==> src/pot_pkg.sv <==
// constants, bus carrier and register map of the pwm output timer
package pot_pkg;
   localparam int CNT_W = 8;
   localparam int PRE_W = 8;
   localparam int ADDR_W = 10;
   localparam int DATA_W = 32;
   localparam logic [CNT_W-1:0] CNT_TOP = 8'hfe;
   localparam logic [CNT_W-1:0] CNT_ZERO = 8'h00;
   // register indexes; byte address is four times the index
   localparam logic [7:0] IDX_PORT = 8'h80;
   localparam logic [7:0] IDX_PWRCTL = 8'h87;
   localparam logic [7:0] IDX_CMP = 8'h8e;
   localparam logic [7:0] IDX_PRE = 8'h8f;
   localparam logic [7:0] IDX_IRQEN = 8'had;
   localparam logic [7:0] IDX_STAT = 8'hc0;
   localparam logic [7:0] IDX_ENA = 8'hfe;
   // field positions
   localparam int IRQ_ALL_BIT = 7;
   localparam int IRQ_MOD_BIT = 3;
   localparam int PIN_BIT = 4;
   localparam int IDLE_BIT = 0;
   localparam int PD_BIT = 1;
   localparam int OVF_BIT = 0;
   localparam int ENA_BIT = 0;
   localparam int STAT_CNT_LSB = 8;
   // reset values and fixed read bits
   localparam logic [7:0] IRQEN_RST = 8'h00;
   localparam logic [7:0] CMP_RST = 8'hff;
   localparam logic [7:0] PRE_RST = 8'h00;
   localparam logic [7:0] ENA_RSV = 8'hfe;
   localparam logic [7:0] PORT_RSV = 8'hef;
   localparam logic PORT_RST = 1'b1;

   typedef struct packed {
      logic read;
      logic write;
      logic [ADDR_W-1:0] address;
      logic [DATA_W-1:0] writedata;
      logic [3:0] byteenable;
   } pot_av_req_t;

   // low byte lane write, shared by the interrupt enable, compare and prescale registers
   function automatic logic [7:0] laneWr(input logic [7:0] old, input logic [DATA_W-1:0] wd,
                                         input logic be0);
      laneWr = be0 ? wd[7:0] : old;
   endfunction
endpackage

==> src/pot_prescaler.sv <==
// divider that gives one counter step every 2*(1+prescale) clocks
`timescale 1ns/1ps
`default_nettype none
module pot_prescaler #(
   parameter int PRE_W = pot_pkg::PRE_W
) (
   input wire logic clk,
   input wire logic rst_n,
   input wire logic run,
   input wire logic [PRE_W-1:0] preVal,
   output logic tick
);
   logic [PRE_W:0] divCnt_r;
   logic [PRE_W:0] termCnt;

   ////////////////////////////////////////////////////////////////////////////
   // terminal count 2*p+1; >= keeps a lowered prescale from running long
   assign termCnt = {preVal, 1'b1};
   assign tick = run && (divCnt_r >= termCnt);

   always_ff @(posedge clk)
   begin
      if (!rst_n)
         divCnt_r <= '0;
      else if (tick)
         divCnt_r <= '0;
      else if (run)
         divCnt_r <= divCnt_r + 1'b1;
   end

   ////////////////////////////////////////////////////////////////////////////
   property p_preRestart;
      @(posedge clk) disable iff (!rst_n)
      tick |=> divCnt_r == '0;
   endproperty
   a_preRestart: assert property (p_preRestart) else $error("divider not restarted");

   property p_preSpan;
      @(posedge clk) disable iff (!rst_n)
      tick && $stable(preVal) && $past(divCnt_r) < termCnt |-> divCnt_r == termCnt;
   endproperty
   a_preSpan: assert property (p_preSpan) else $error("step spacing wrong");
endmodule
`default_nettype wire

==> src/pwm_output_timer.sv <==
// pwm output timer: modulator, avalon register slave and pin driver
`timescale 1ns/1ps
`default_nettype none
module pwm_output_timer #(
   parameter int CNT_W = pot_pkg::CNT_W,
   parameter int PRE_W = pot_pkg::PRE_W
) (
   input wire logic clk,
   input wire logic rst_n,
   input wire pot_pkg::pot_av_req_t avReq,
   output logic [pot_pkg::DATA_W-1:0] avReadData,
   output logic avWaitRequest,
   input wire logic modulatorPinIn,
   output logic modulatorPinOut,
   output logic modulatorPinOe_n,
   output logic irqReq
);
   logic ackR_r;
   logic [pot_pkg::DATA_W-1:0] rdData_r;
   logic [7:0] regIdx;
   logic idxOk;
   logic wrTake;
   logic be0;
   logic [7:0] interruptEnable_r;
   logic [CNT_W-1:0] cmp_r;
   logic [PRE_W-1:0] periodPrescaleValue_r;
   logic modulatorOutputEnableReg_r;
   logic portLatch_r;
   logic idle_r;
   logic pd_r;
   logic ovf_r;
   logic [CNT_W-1:0] cnt_r;
   logic level_r;
   logic pinOut_r;
   logic pinOe_n_r;
   logic irq_r;
   logic pinSync1_r;
   logic pinSync2_r;
   logic run;
   logic tick;
   logic ovfEvt;
   logic forceHigh;

   ////////////////////////////////////////////////////////////////////////////
   // bus slave: one wait state per access, then taken at the next edge
   assign regIdx = avReq.address[pot_pkg::ADDR_W-1:2];
   assign idxOk = (avReq.address[1:0] == 2'h0);
   assign be0 = avReq.byteenable[0];
   assign avWaitRequest = (avReq.read || avReq.write) && !ackR_r;
   assign wrTake = avReq.write && ackR_r;
   assign avReadData = rdData_r;

   always_ff @(posedge clk)
   begin
      if (!rst_n)
         ackR_r <= 1'b0;
      else
         ackR_r <= (avReq.read || avReq.write) && !ackR_r;
   end

   // read data is latched in the wait cycle so it stands when taken
   always_ff @(posedge clk)
   begin
      if (!rst_n)
         rdData_r <= '0;
      else if (avReq.read && !ackR_r)
      begin
         rdData_r <= '0;
         if (idxOk)
         begin
            unique case (regIdx)
               pot_pkg::IDX_PORT:
               begin
                  rdData_r[7:0] <= pot_pkg::PORT_RSV;
                  rdData_r[pot_pkg::PIN_BIT] <= pinSync2_r;
               end
               pot_pkg::IDX_PWRCTL:
               begin
                  rdData_r[pot_pkg::IDLE_BIT] <= idle_r;
                  rdData_r[pot_pkg::PD_BIT] <= pd_r;
               end
               pot_pkg::IDX_CMP:
                  rdData_r[CNT_W-1:0] <= cmp_r;
               pot_pkg::IDX_PRE:
                  rdData_r[PRE_W-1:0] <= periodPrescaleValue_r;
               pot_pkg::IDX_IRQEN:
                  rdData_r[7:0] <= interruptEnable_r;
               pot_pkg::IDX_STAT:
               begin
                  rdData_r[pot_pkg::OVF_BIT] <= ovf_r;
                  rdData_r[pot_pkg::STAT_CNT_LSB +: CNT_W] <= cnt_r;
               end
               pot_pkg::IDX_ENA:
               begin
                  rdData_r[7:0] <= pot_pkg::ENA_RSV;
                  rdData_r[pot_pkg::ENA_BIT] <= modulatorOutputEnableReg_r;
               end
               default:
                  rdData_r <= '0;
            endcase
         end
      end
   end

   ////////////////////////////////////////////////////////////////////////////
   // software registers
   always_ff @(posedge clk)
   begin
      if (!rst_n)
         interruptEnable_r <= pot_pkg::IRQEN_RST;
      else if (wrTake && idxOk && regIdx == pot_pkg::IDX_IRQEN)
         interruptEnable_r <= pot_pkg::laneWr(interruptEnable_r, avReq.writedata, be0);
   end

   always_ff @(posedge clk)
   begin
      if (!rst_n)
         cmp_r <= pot_pkg::CMP_RST;
      else if (wrTake && idxOk && regIdx == pot_pkg::IDX_CMP)
         cmp_r <= pot_pkg::laneWr(cmp_r, avReq.writedata, be0);
   end

   always_ff @(posedge clk)
   begin
      if (!rst_n)
         periodPrescaleValue_r <= pot_pkg::PRE_RST;
      else if (wrTake && idxOk && regIdx == pot_pkg::IDX_PRE)
         periodPrescaleValue_r <= pot_pkg::laneWr(periodPrescaleValue_r, avReq.writedata, be0);
   end

   // output stays off after reset until software sets it
   always_ff @(posedge clk)
   begin
      if (!rst_n)
         modulatorOutputEnableReg_r <= 1'b0;
      else if (wrTake && idxOk && regIdx == pot_pkg::IDX_ENA && be0)
         modulatorOutputEnableReg_r <= avReq.writedata[pot_pkg::ENA_BIT];
   end

   always_ff @(posedge clk)
   begin
      if (!rst_n)
         portLatch_r <= pot_pkg::PORT_RST;
      else if (wrTake && idxOk && regIdx == pot_pkg::IDX_PORT && be0)
         portLatch_r <= avReq.writedata[pot_pkg::PIN_BIT];
   end

   // power-down is left only through reset; idle by writing zero
   always_ff @(posedge clk)
   begin
      if (!rst_n)
      begin
         idle_r <= 1'b0;
         pd_r <= 1'b0;
      end
      else if (wrTake && idxOk && regIdx == pot_pkg::IDX_PWRCTL && be0)
      begin
         idle_r <= avReq.writedata[pot_pkg::IDLE_BIT];
         pd_r <= pd_r || avReq.writedata[pot_pkg::PD_BIT];
      end
   end

   ////////////////////////////////////////////////////////////////////////////
   // modulator; enable bit does not gate counting
   assign run = !idle_r && !pd_r;

   pot_prescaler #(
      .PRE_W(PRE_W)
   ) u_prescaler (
      .clk(clk),
      .rst_n(rst_n),
      .run(run),
      .preVal(periodPrescaleValue_r),
      .tick(tick)
   );

   assign ovfEvt = tick && (cnt_r == pot_pkg::CNT_TOP);

   always_ff @(posedge clk)
   begin
      if (!rst_n)
         cnt_r <= pot_pkg::CNT_ZERO;
      else if (ovfEvt)
         cnt_r <= pot_pkg::CNT_ZERO;
      else if (tick)
         cnt_r <= cnt_r + 1'b1;
   end

   // match is checked before zero so compare 0 holds high
   always_ff @(posedge clk)
   begin
      if (!rst_n)
         level_r <= 1'b0;
      else if (cnt_r == cmp_r)
         level_r <= 1'b1;
      else if (cnt_r == pot_pkg::CNT_ZERO)
         level_r <= 1'b0;
   end

   ////////////////////////////////////////////////////////////////////////////
   // pin: strong drive when enabled, quasi-bidirectional otherwise
   assign forceHigh = idle_r || pd_r;

   always_ff @(posedge clk)
   begin
      if (!rst_n)
      begin
         pinOut_r <= 1'b0;
         pinOe_n_r <= 1'b1;
      end
      else if (modulatorOutputEnableReg_r)
      begin
         pinOut_r <= forceHigh || level_r;
         pinOe_n_r <= 1'b0;
      end
      else
      begin
         // latch one releases to the outside weak pull-up
         pinOut_r <= 1'b0;
         pinOe_n_r <= portLatch_r;
      end
   end

   assign modulatorPinOut = pinOut_r;
   assign modulatorPinOe_n = pinOe_n_r;

   always_ff @(posedge clk)
   begin
      if (!rst_n)
      begin
         pinSync1_r <= 1'b0;
         pinSync2_r <= 1'b0;
      end
      else
      begin
         pinSync1_r <= modulatorPinIn;
         pinSync2_r <= pinSync1_r;
      end
   end

   ////////////////////////////////////////////////////////////////////////////
   // overflow flag: a new overflow beats a clear in the same cycle
   always_ff @(posedge clk)
   begin
      if (!rst_n)
         ovf_r <= 1'b0;
      else if (ovfEvt)
         ovf_r <= 1'b1;
      else if (wrTake && idxOk && regIdx == pot_pkg::IDX_STAT && be0 &&
               avReq.writedata[pot_pkg::OVF_BIT])
         ovf_r <= 1'b0;
   end

   always_ff @(posedge clk)
   begin
      if (!rst_n)
         irq_r <= 1'b0;
      else
         irq_r <= ovf_r && interruptEnable_r[pot_pkg::IRQ_ALL_BIT] &&
                  interruptEnable_r[pot_pkg::IRQ_MOD_BIT];
   end

   assign irqReq = irq_r;

   ////////////////////////////////////////////////////////////////////////////
   property p_wrap;
      @(posedge clk) disable iff (!rst_n)
      tick && cnt_r == pot_pkg::CNT_TOP |=> cnt_r == pot_pkg::CNT_ZERO;
   endproperty
   a_wrap: assert property (p_wrap) else $error("counter did not wrap at 254");

   property p_step;
      @(posedge clk) disable iff (!rst_n)
      tick && cnt_r != pot_pkg::CNT_TOP |=> cnt_r == $past(cnt_r) + 1'b1;
   endproperty
   a_step: assert property (p_step) else $error("counter did not advance");

   property p_setHigh;
      @(posedge clk) disable iff (!rst_n)
      cnt_r == cmp_r |=> level_r;
   endproperty
   a_setHigh: assert property (p_setHigh) else $error("no high on compare match");

   property p_setLow;
      @(posedge clk) disable iff (!rst_n)
      cnt_r == pot_pkg::CNT_ZERO && cmp_r != pot_pkg::CNT_ZERO |=> !level_r;
   endproperty
   a_setLow: assert property (p_setLow) else $error("no low at zero");

   property p_neverHigh;
      @(posedge clk) disable iff (!rst_n)
      cmp_r == 8'hff && !level_r |=> !level_r;
   endproperty
   a_neverHigh: assert property (p_neverHigh) else $error("pulse with compare 255");

   property p_drive;
      @(posedge clk) disable iff (!rst_n)
      modulatorOutputEnableReg_r && !forceHigh |=>
         !modulatorPinOe_n && modulatorPinOut == $past(level_r);
   endproperty
   a_drive: assert property (p_drive) else $error("pin not driven by modulator");

   property p_portMode;
      @(posedge clk) disable iff (!rst_n)
      !modulatorOutputEnableReg_r |=> modulatorPinOe_n == $past(portLatch_r) && !modulatorPinOut;
   endproperty
   a_portMode: assert property (p_portMode) else $error("port bit misdriven");

   property p_resetOff;
      @(posedge clk) disable iff (!rst_n)
      $past(!rst_n) |-> !modulatorOutputEnableReg_r && modulatorPinOe_n;
   endproperty
   a_resetOff: assert property (p_resetOff) else $error("output enabled after reset");

   property p_forceHigh;
      @(posedge clk) disable iff (!rst_n)
      modulatorOutputEnableReg_r && forceHigh |=> modulatorPinOut && !modulatorPinOe_n;
   endproperty
   a_forceHigh: assert property (p_forceHigh) else $error("pin not high in low power");

   property p_idleHold;
      @(posedge clk) disable iff (!rst_n)
      idle_r |=> cnt_r == $past(cnt_r);
   endproperty
   a_idleHold: assert property (p_idleHold) else $error("counter moved while idle");

   property p_irq;
      @(posedge clk) disable iff (!rst_n)
      ovfEvt && interruptEnable_r[pot_pkg::IRQ_ALL_BIT] && interruptEnable_r[pot_pkg::IRQ_MOD_BIT]
         ##1 $stable(interruptEnable_r) |=> irqReq;
   endproperty
   a_irq: assert property (p_irq) else $error("overflow raised no interrupt");

   property p_mask;
      @(posedge clk) disable iff (!rst_n)
      !$past(interruptEnable_r[pot_pkg::IRQ_ALL_BIT]) |-> !irqReq;
   endproperty
   a_mask: assert property (p_mask) else $error("interrupt despite global mask");
endmodule
`default_nettype wire

==> config.mk <==
export PLATFORM = sky130hd
export DESIGN_NAME = pwm_output_timer
export DESIGN_NICKNAME = d
export VERILOG_FILES = /design/src/pot_pkg.sv /design/src/pot_prescaler.sv /design/src/pwm_output_timer.sv
export SDC_FILE = /design/constraint.sdc
export NUM_CORES = 1
export LEC_CHECK = 0
export ABC_AREA = 1
export BUFFER_PORTS_ARGS = -buffer_cell sky130_fd_sc_hd__buf_2
export CORE_MARGIN = 10
export CORE_UTILIZATION = 50
export CTS_CLUSTER_SIZE = 12
export DETAILED_ROUTE_END_ITERATION = 16
export PLACE_DENSITY_LB_ADDON = 0.05
export SKIP_LAST_GASP = 1
export SLEW_MARGIN = 10
export SYNTH_ARGS = -nofsm -noshare
export SYNTH_HDL_FRONTEND = slang
export SYNTH_SLANG_ARGS = --single-unit
==> constraint.sdc <==
create_clock -name clk -period 2 [get_ports clk]
set_input_delay 0.3 -clock clk [delete_from_list [all_inputs] [get_ports clk]]
set_output_delay 0.3 -clock clk [all_outputs]
set_load 0.1 [all_outputs]
**After elaboration in Yosys (flattened, before gate mapping)**

Cells that the tools add are included.

- Register bits: 85
- Output and inout bits: 36
- Word-level logic and storage cells: 80

- Add/subtract/negate cells: 2
- Order comparisons: 1
- Equal/unequal tests: 9
- Muxes and demuxes: 10
- Bitwise logic cells: 1
- Reduce and logical (&&, ||, !) cells: 39

Operator list:

| cell | number |
|---|---|
| == test 8 bit (second input constant) | 8 |
| one-hot mux 6 bit (5 select lines) | 1 |
| logical AND 1 bit | 21 |
| two-way mux 16 bit | 1 |
| adder 9 x 1 -> 9 bit (second input constant) | 1 |
| greater-or-equal comparator 9 bit | 1 |
| adder 8 x 1 -> 8 bit (second input constant) | 1 |
| == test 8 bit | 1 |
| logical NOT 8 bit | 1 |
| two-way mux 8 bit | 1 |
| AND reduction 2 bit | 4 |
| one-hot mux 1 bit (7 select lines) | 1 |
| OR reduction 2 bit | 3 |
| two-way mux 1 bit | 5 |
| one-hot mux 1 bit (5 select lines) | 1 |
| logical OR 1 bit | 4 |
| nonzero test 2 bit | 2 |
| logical NOT 1 bit | 3 |
| logical NOT 2 bit | 1 |
| NOT 1 bit | 1 |

**Depth between registers and ports, before layout**

- Depth in word-level cells: 7
- Mapped depth: 11
- Depth with buffers taken out: 11

**Cells and area by module**

Synthesis repeated with hierarchy kept, for this count alone.

- Cells, all modules: 516
- Area total of the unflattened synthesis: 3,726.1 µm²

By module, submodules not included:

| module | times used | cells each | area an instance (µm²) | sequential area each (µm²) |
|---|---|---|---|---|
| pwm_output_timer | 1 | 427 | 3,059.2 | 1,201.2 |
| pot_prescaler | 1 | 89 | 666.9 | 180.2 |

**Worst setup path after synthesis**

No wires, ideal clock.

- Path type: input to output
- From: in avReq[47] in the netlist's numbering
- To: out avWaitRequest
- Arrival: 1,596 ps
- Required time: 1,700 ps
- Slack: 104 ps
- Cell stages on the path: 2
- Path through: nor2_1 nor2_1

- Cells in the longest elaborated chain, start to end: 2

RTL lines:

| element | RTL line | source |
|---|---|---|
| start, declared | pwm_output_timer.sv:10 | `input wire pot_pkg::pot_av_req_t avReq,` |
| logical OR 1 bit | pwm_output_timer.sv:49 | `assign avWaitRequest = (avReq.read \|\| avReq.write) && !ackR_r;` |
| logical AND 1 bit | pwm_output_timer.sv:49 |  |
| end, declared | pwm_output_timer.sv:12 | `output logic avWaitRequest,` |

Every way passes these cells.

**Final worst setup path**

- From: reg periodPrescaleValue_r[7]
- To: reg cnt_r[6]

- Cells in the longest elaborated chain, start to end: 4

RTL lines:

| element | RTL line | source |
|---|---|---|
| start, declared | pwm_output_timer.sv:26 | `logic [PRE_W-1:0] periodPrescaleValue_r;` |
| start signal, assigned | pwm_output_timer.sv:126 | `periodPrescaleValue_r <= pot_pkg::PRE_RST;` |
| start signal, assigned | pwm_output_timer.sv:128 | `periodPrescaleValue_r <= pot_pkg::laneWr(periodPrescaleValue_r, avReq.writedata, be0);` |
| greater-or-equal comparator 9 bit (*) | pot_prescaler.sv:19 | `assign tick = run && (divCnt_r >= termCnt);` |
| logical AND 1 bit (*) | pot_prescaler.sv:19 |  |
| logical AND 1 bit | pwm_output_timer.sv:177 | `assign ovfEvt = tick && (cnt_r == pot_pkg::CNT_TOP);` |
| OR reduction 2 bit (no line) | - |  |
| end signal, assigned | pwm_output_timer.sv:182 | `cnt_r <= pot_pkg::CNT_ZERO;` |
| end signal, assigned | pwm_output_timer.sv:184 | `cnt_r <= pot_pkg::CNT_ZERO;` |
| end signal, assigned | pwm_output_timer.sv:186 | `cnt_r <= cnt_r + 1'b1;` |
| end, declared | pwm_output_timer.sv:32 | `logic [CNT_W-1:0] cnt_r;` |

Every way passes the cells marked *; elsewhere a longest branch is shown, timed or not.
A chain may end at the register's enable or synchronous reset.

==> metrics <==
commonest non-fill, non-tap cell in the layout=nand2_1; GR Overflow Total=0; antenna-violating nets left=0; CP peak stage delay=between 0.3 and 0.4 ns; vias in the first global route=~3k; Peak Freq=~560 MHz; Worst Hold Depth=3; CP Data Arrival Time=2.02 ns; Ys Warns=0; status=finished, final reports clean; Final Hold Fails=0; hold_sp=modulatorPinIn; most frequent cells in the layout=nand2_1, dfxtp_1, nand3_1, inv_1, a21oi_1; total power=3151 uW; worst hold-check path type=input port to register; Final Cell Area=0.004084 mm^2; Top Metal Used=met4; final WL=8.891 mm; Req. time, crit path=around 2.2 ns; worst-case reg-to-reg path depth=11; Detailed Routing Iterations Pass 1=5; core area=around 0.007 mm^2; Yosys cell types=34; FF-to-FF End=cnt_r[6]$_SDFFE_PP0P_; Tmin final=about 1.8 ns; CP max FO=10; initial antenna violation count=0; antenna fix cells=0; H-tree depth=3; placed cell count=around 650; Die Width=about 110 um; share of cells above drive strength 1=16.75%; min setup slack post-route=0.2108 ns; Layout Nets=626; Setup TNS=0 ns; Met1 Wirelength=~4.2 mm; Worst-Skew Late Latency=0.35 ns; largest net degree at the start of global routing=26; Synth Instances=517; Starting Density=50.86%; metal2 WL=a little over 4 mm; Mapped Area=between 0.003 and 0.004 mm^2; critical path's slowest cell=dfxtp_1; clock-pin slew on the worst setup and hold paths=about 0.07 ns; critical-path cell list=inv_1 > ha_1 > nand2_1 > inv_1 > nand3_1 > nor2_1 > nand2_1 > nand2_2 > nand3_1 > nand2_2 > a21oi_1; clock root cell=clkbuf_8; RSZ-0062 raised after global routing=no; WL/cell=between 10 and 15 um; dpl cell area=0.003891 mm^2; PD cells=approximately 770 mW/mm^2; Non-Filler Instances=approximately 670; FP Rows=31; Synth Area per Inst=7.059 um^2; Setup Viol. Count Final=0; period utilization=roughly nine tenths; P&R area growth vs syn=11.90%; Sink Count=69; dpl ws=0.1262 ns; Max Cap Viol=0; IR Drop Worst-Case VDD=545.0 uV; first-pass GRT wire length=between 10 and 15 mm; register area share after synthesis=37.85%; CTS tree=yes; Setup Crit Path Kind=register to register; Worst setup SP type=register; leakage power=between 0.0015 and 0.002 uW; DRC=0; routed vias/inst=slightly below 5; Final GP Congestion=~0.87; Synth Register Bits=slightly below 70; Die ar.=~0.011 mm^2; flop2flop setup slack=about 0.21 ns; Filler Cell Count=between 700 and 800; hold_buf cts=0; clk_skew=~0.012 ns; 1st-iter DRT viols=approximately 180; TritonCTS buffer count=9; die height=between 100 and 150 um; Via Count=approximately 3.2k; Boundary Pins=87; WHS Endpoint=pinSync1_r$_SDFF_PN0_; clk buf depth=2; met3 routed WL=approximately 530 um; RR Startpoint=periodPrescaleValue_r[7]$_SDFFE_PN0P_; I/O Buffers=43; DP Wirelength=about 6.8 mm; CP Capture Type=register; Slew Viols, Final=0; GRT Total Usage=between 15 and 20%
[logic make-up (layout without fill, tap and decap cells)]
family,after synthesis,count (layout),share of synthesized area [%]
DFF,69,69,37.85
xor gates and xnor gates,14,14,3.359
and+or+nand+nor,261,261,32.88
buffers and inverters,89,124,11.72
other,1,16,0.1027
AOI/OAI and AO/OA,71,71,9.976
adders and majority gates,12,12,4.114
[flip-flops by register name, indices dropped and copies added (netlist names), 8 cells and up]
| signal | cells |
|---|---|
| avReadData | 16 |
| cnt_r | 8 |
| cmp_r | 8 |
| periodPrescaleValue_r | 8 |
| interruptEnable_r | 8 |
| u_prescaler.divCnt_r | 9 |
[through the flow]
step	hold slack (ns)	util [%]
6_report	0.1341	56.91
4_1_cts	0.1233	56.81
3_5_place_dp	0.4123	54.23
5_1_grt	0.1513	56.91
2_1_floorplan	0.3905	-
3_3_place_gp	0.3968	54.23
[timing repair]
action	in CTS	in global routing
setup buffers	0	0
gates resized for setup	0	2
setup endpoints to repair	0	12
[Yosys cell counts (all sizes together)]
cell	count	area, um^2
nand3	56	285.3
or2	3	18.77
nor4	1	6.260
clkbuf	7	27.52
nor2	51	245.2
o211ai	1	7.510
o311a	1	10.01
a21oi	48	240.2
inv	59	221.5
xnor2	4	35.03
dfxtp	69	1381
buf	23	178.9
a31oi	1	6.260
nor3	3	26.28
nand4	13	81.33
nand3b	1	7.510
xor2	10	87.58
and2	1	6.260
conb	1	3.750
o21ai	20	100.1
nand2	132	523.0
ha	12	150.1
[layer usage]
metal	track usage (%)	up-vias
met5	0	-
met1	19.93	1426
met2	25.47	64
met4	7.157	0
met3	4.385	10
li1	-	1729
[where the power goes]
group          internal (uW)  total, uW  switching, uW
logic                    155        627            472
registers               1410       1460           44.5
clock network            543       1070            524
[worst max-delay path: cells and delay by family (launching register included)]
kind	cells	cell delay, ns
simple gates	7	0.84
buf+inv	2	0.13
flops	1	0.35
compound gates	1	0.06
fa+ha+maj	1	0.30
[how the worst max path moves through the flow]
stage	start	end	slack [ns]
after floorplan	avReq[47]	avWaitRequest	0.10
after global placement	periodPrescaleValue_r[7]$_SDFFE_PN0P_	cnt_r[2]$_SDFFE_PP0P_	0.15
after detailed placement	periodPrescaleValue_r[7]$_SDFFE_PN0P_	cnt_r[7]$_SDFFE_PP0P_	0.13
after CTS	periodPrescaleValue_r[7]$_SDFFE_PN0P_	cnt_r[7]$_SDFFE_PP0P_	0.11
after global routing	periodPrescaleValue_r[7]$_SDFFE_PN0P_	cnt_r[6]$_SDFFE_PP0P_	0.03
final	periodPrescaleValue_r[7]$_SDFFE_PN0P_	cnt_r[6]$_SDFFE_PP0P_	0.21
[layout make-up]
| class | instances | area (um^2) | area share [%] |
|---|---|---|---|
| tap | 99 | 123.9 | 3.033 |
| multi-input combinational | 374 | 1904 | 46.63 |
| clock buffer | 12 | 165.2 | 4.044 |
| inverter | 59 | 221.5 | 5.423 |
| sequential | 69 | 1381 | 33.82 |
| timing repair buffer | 50 | 267.8 | 6.556 |
| clock inverter | 3 | 20.02 | 0.4902 |
(Power assumes the default switching activity.)
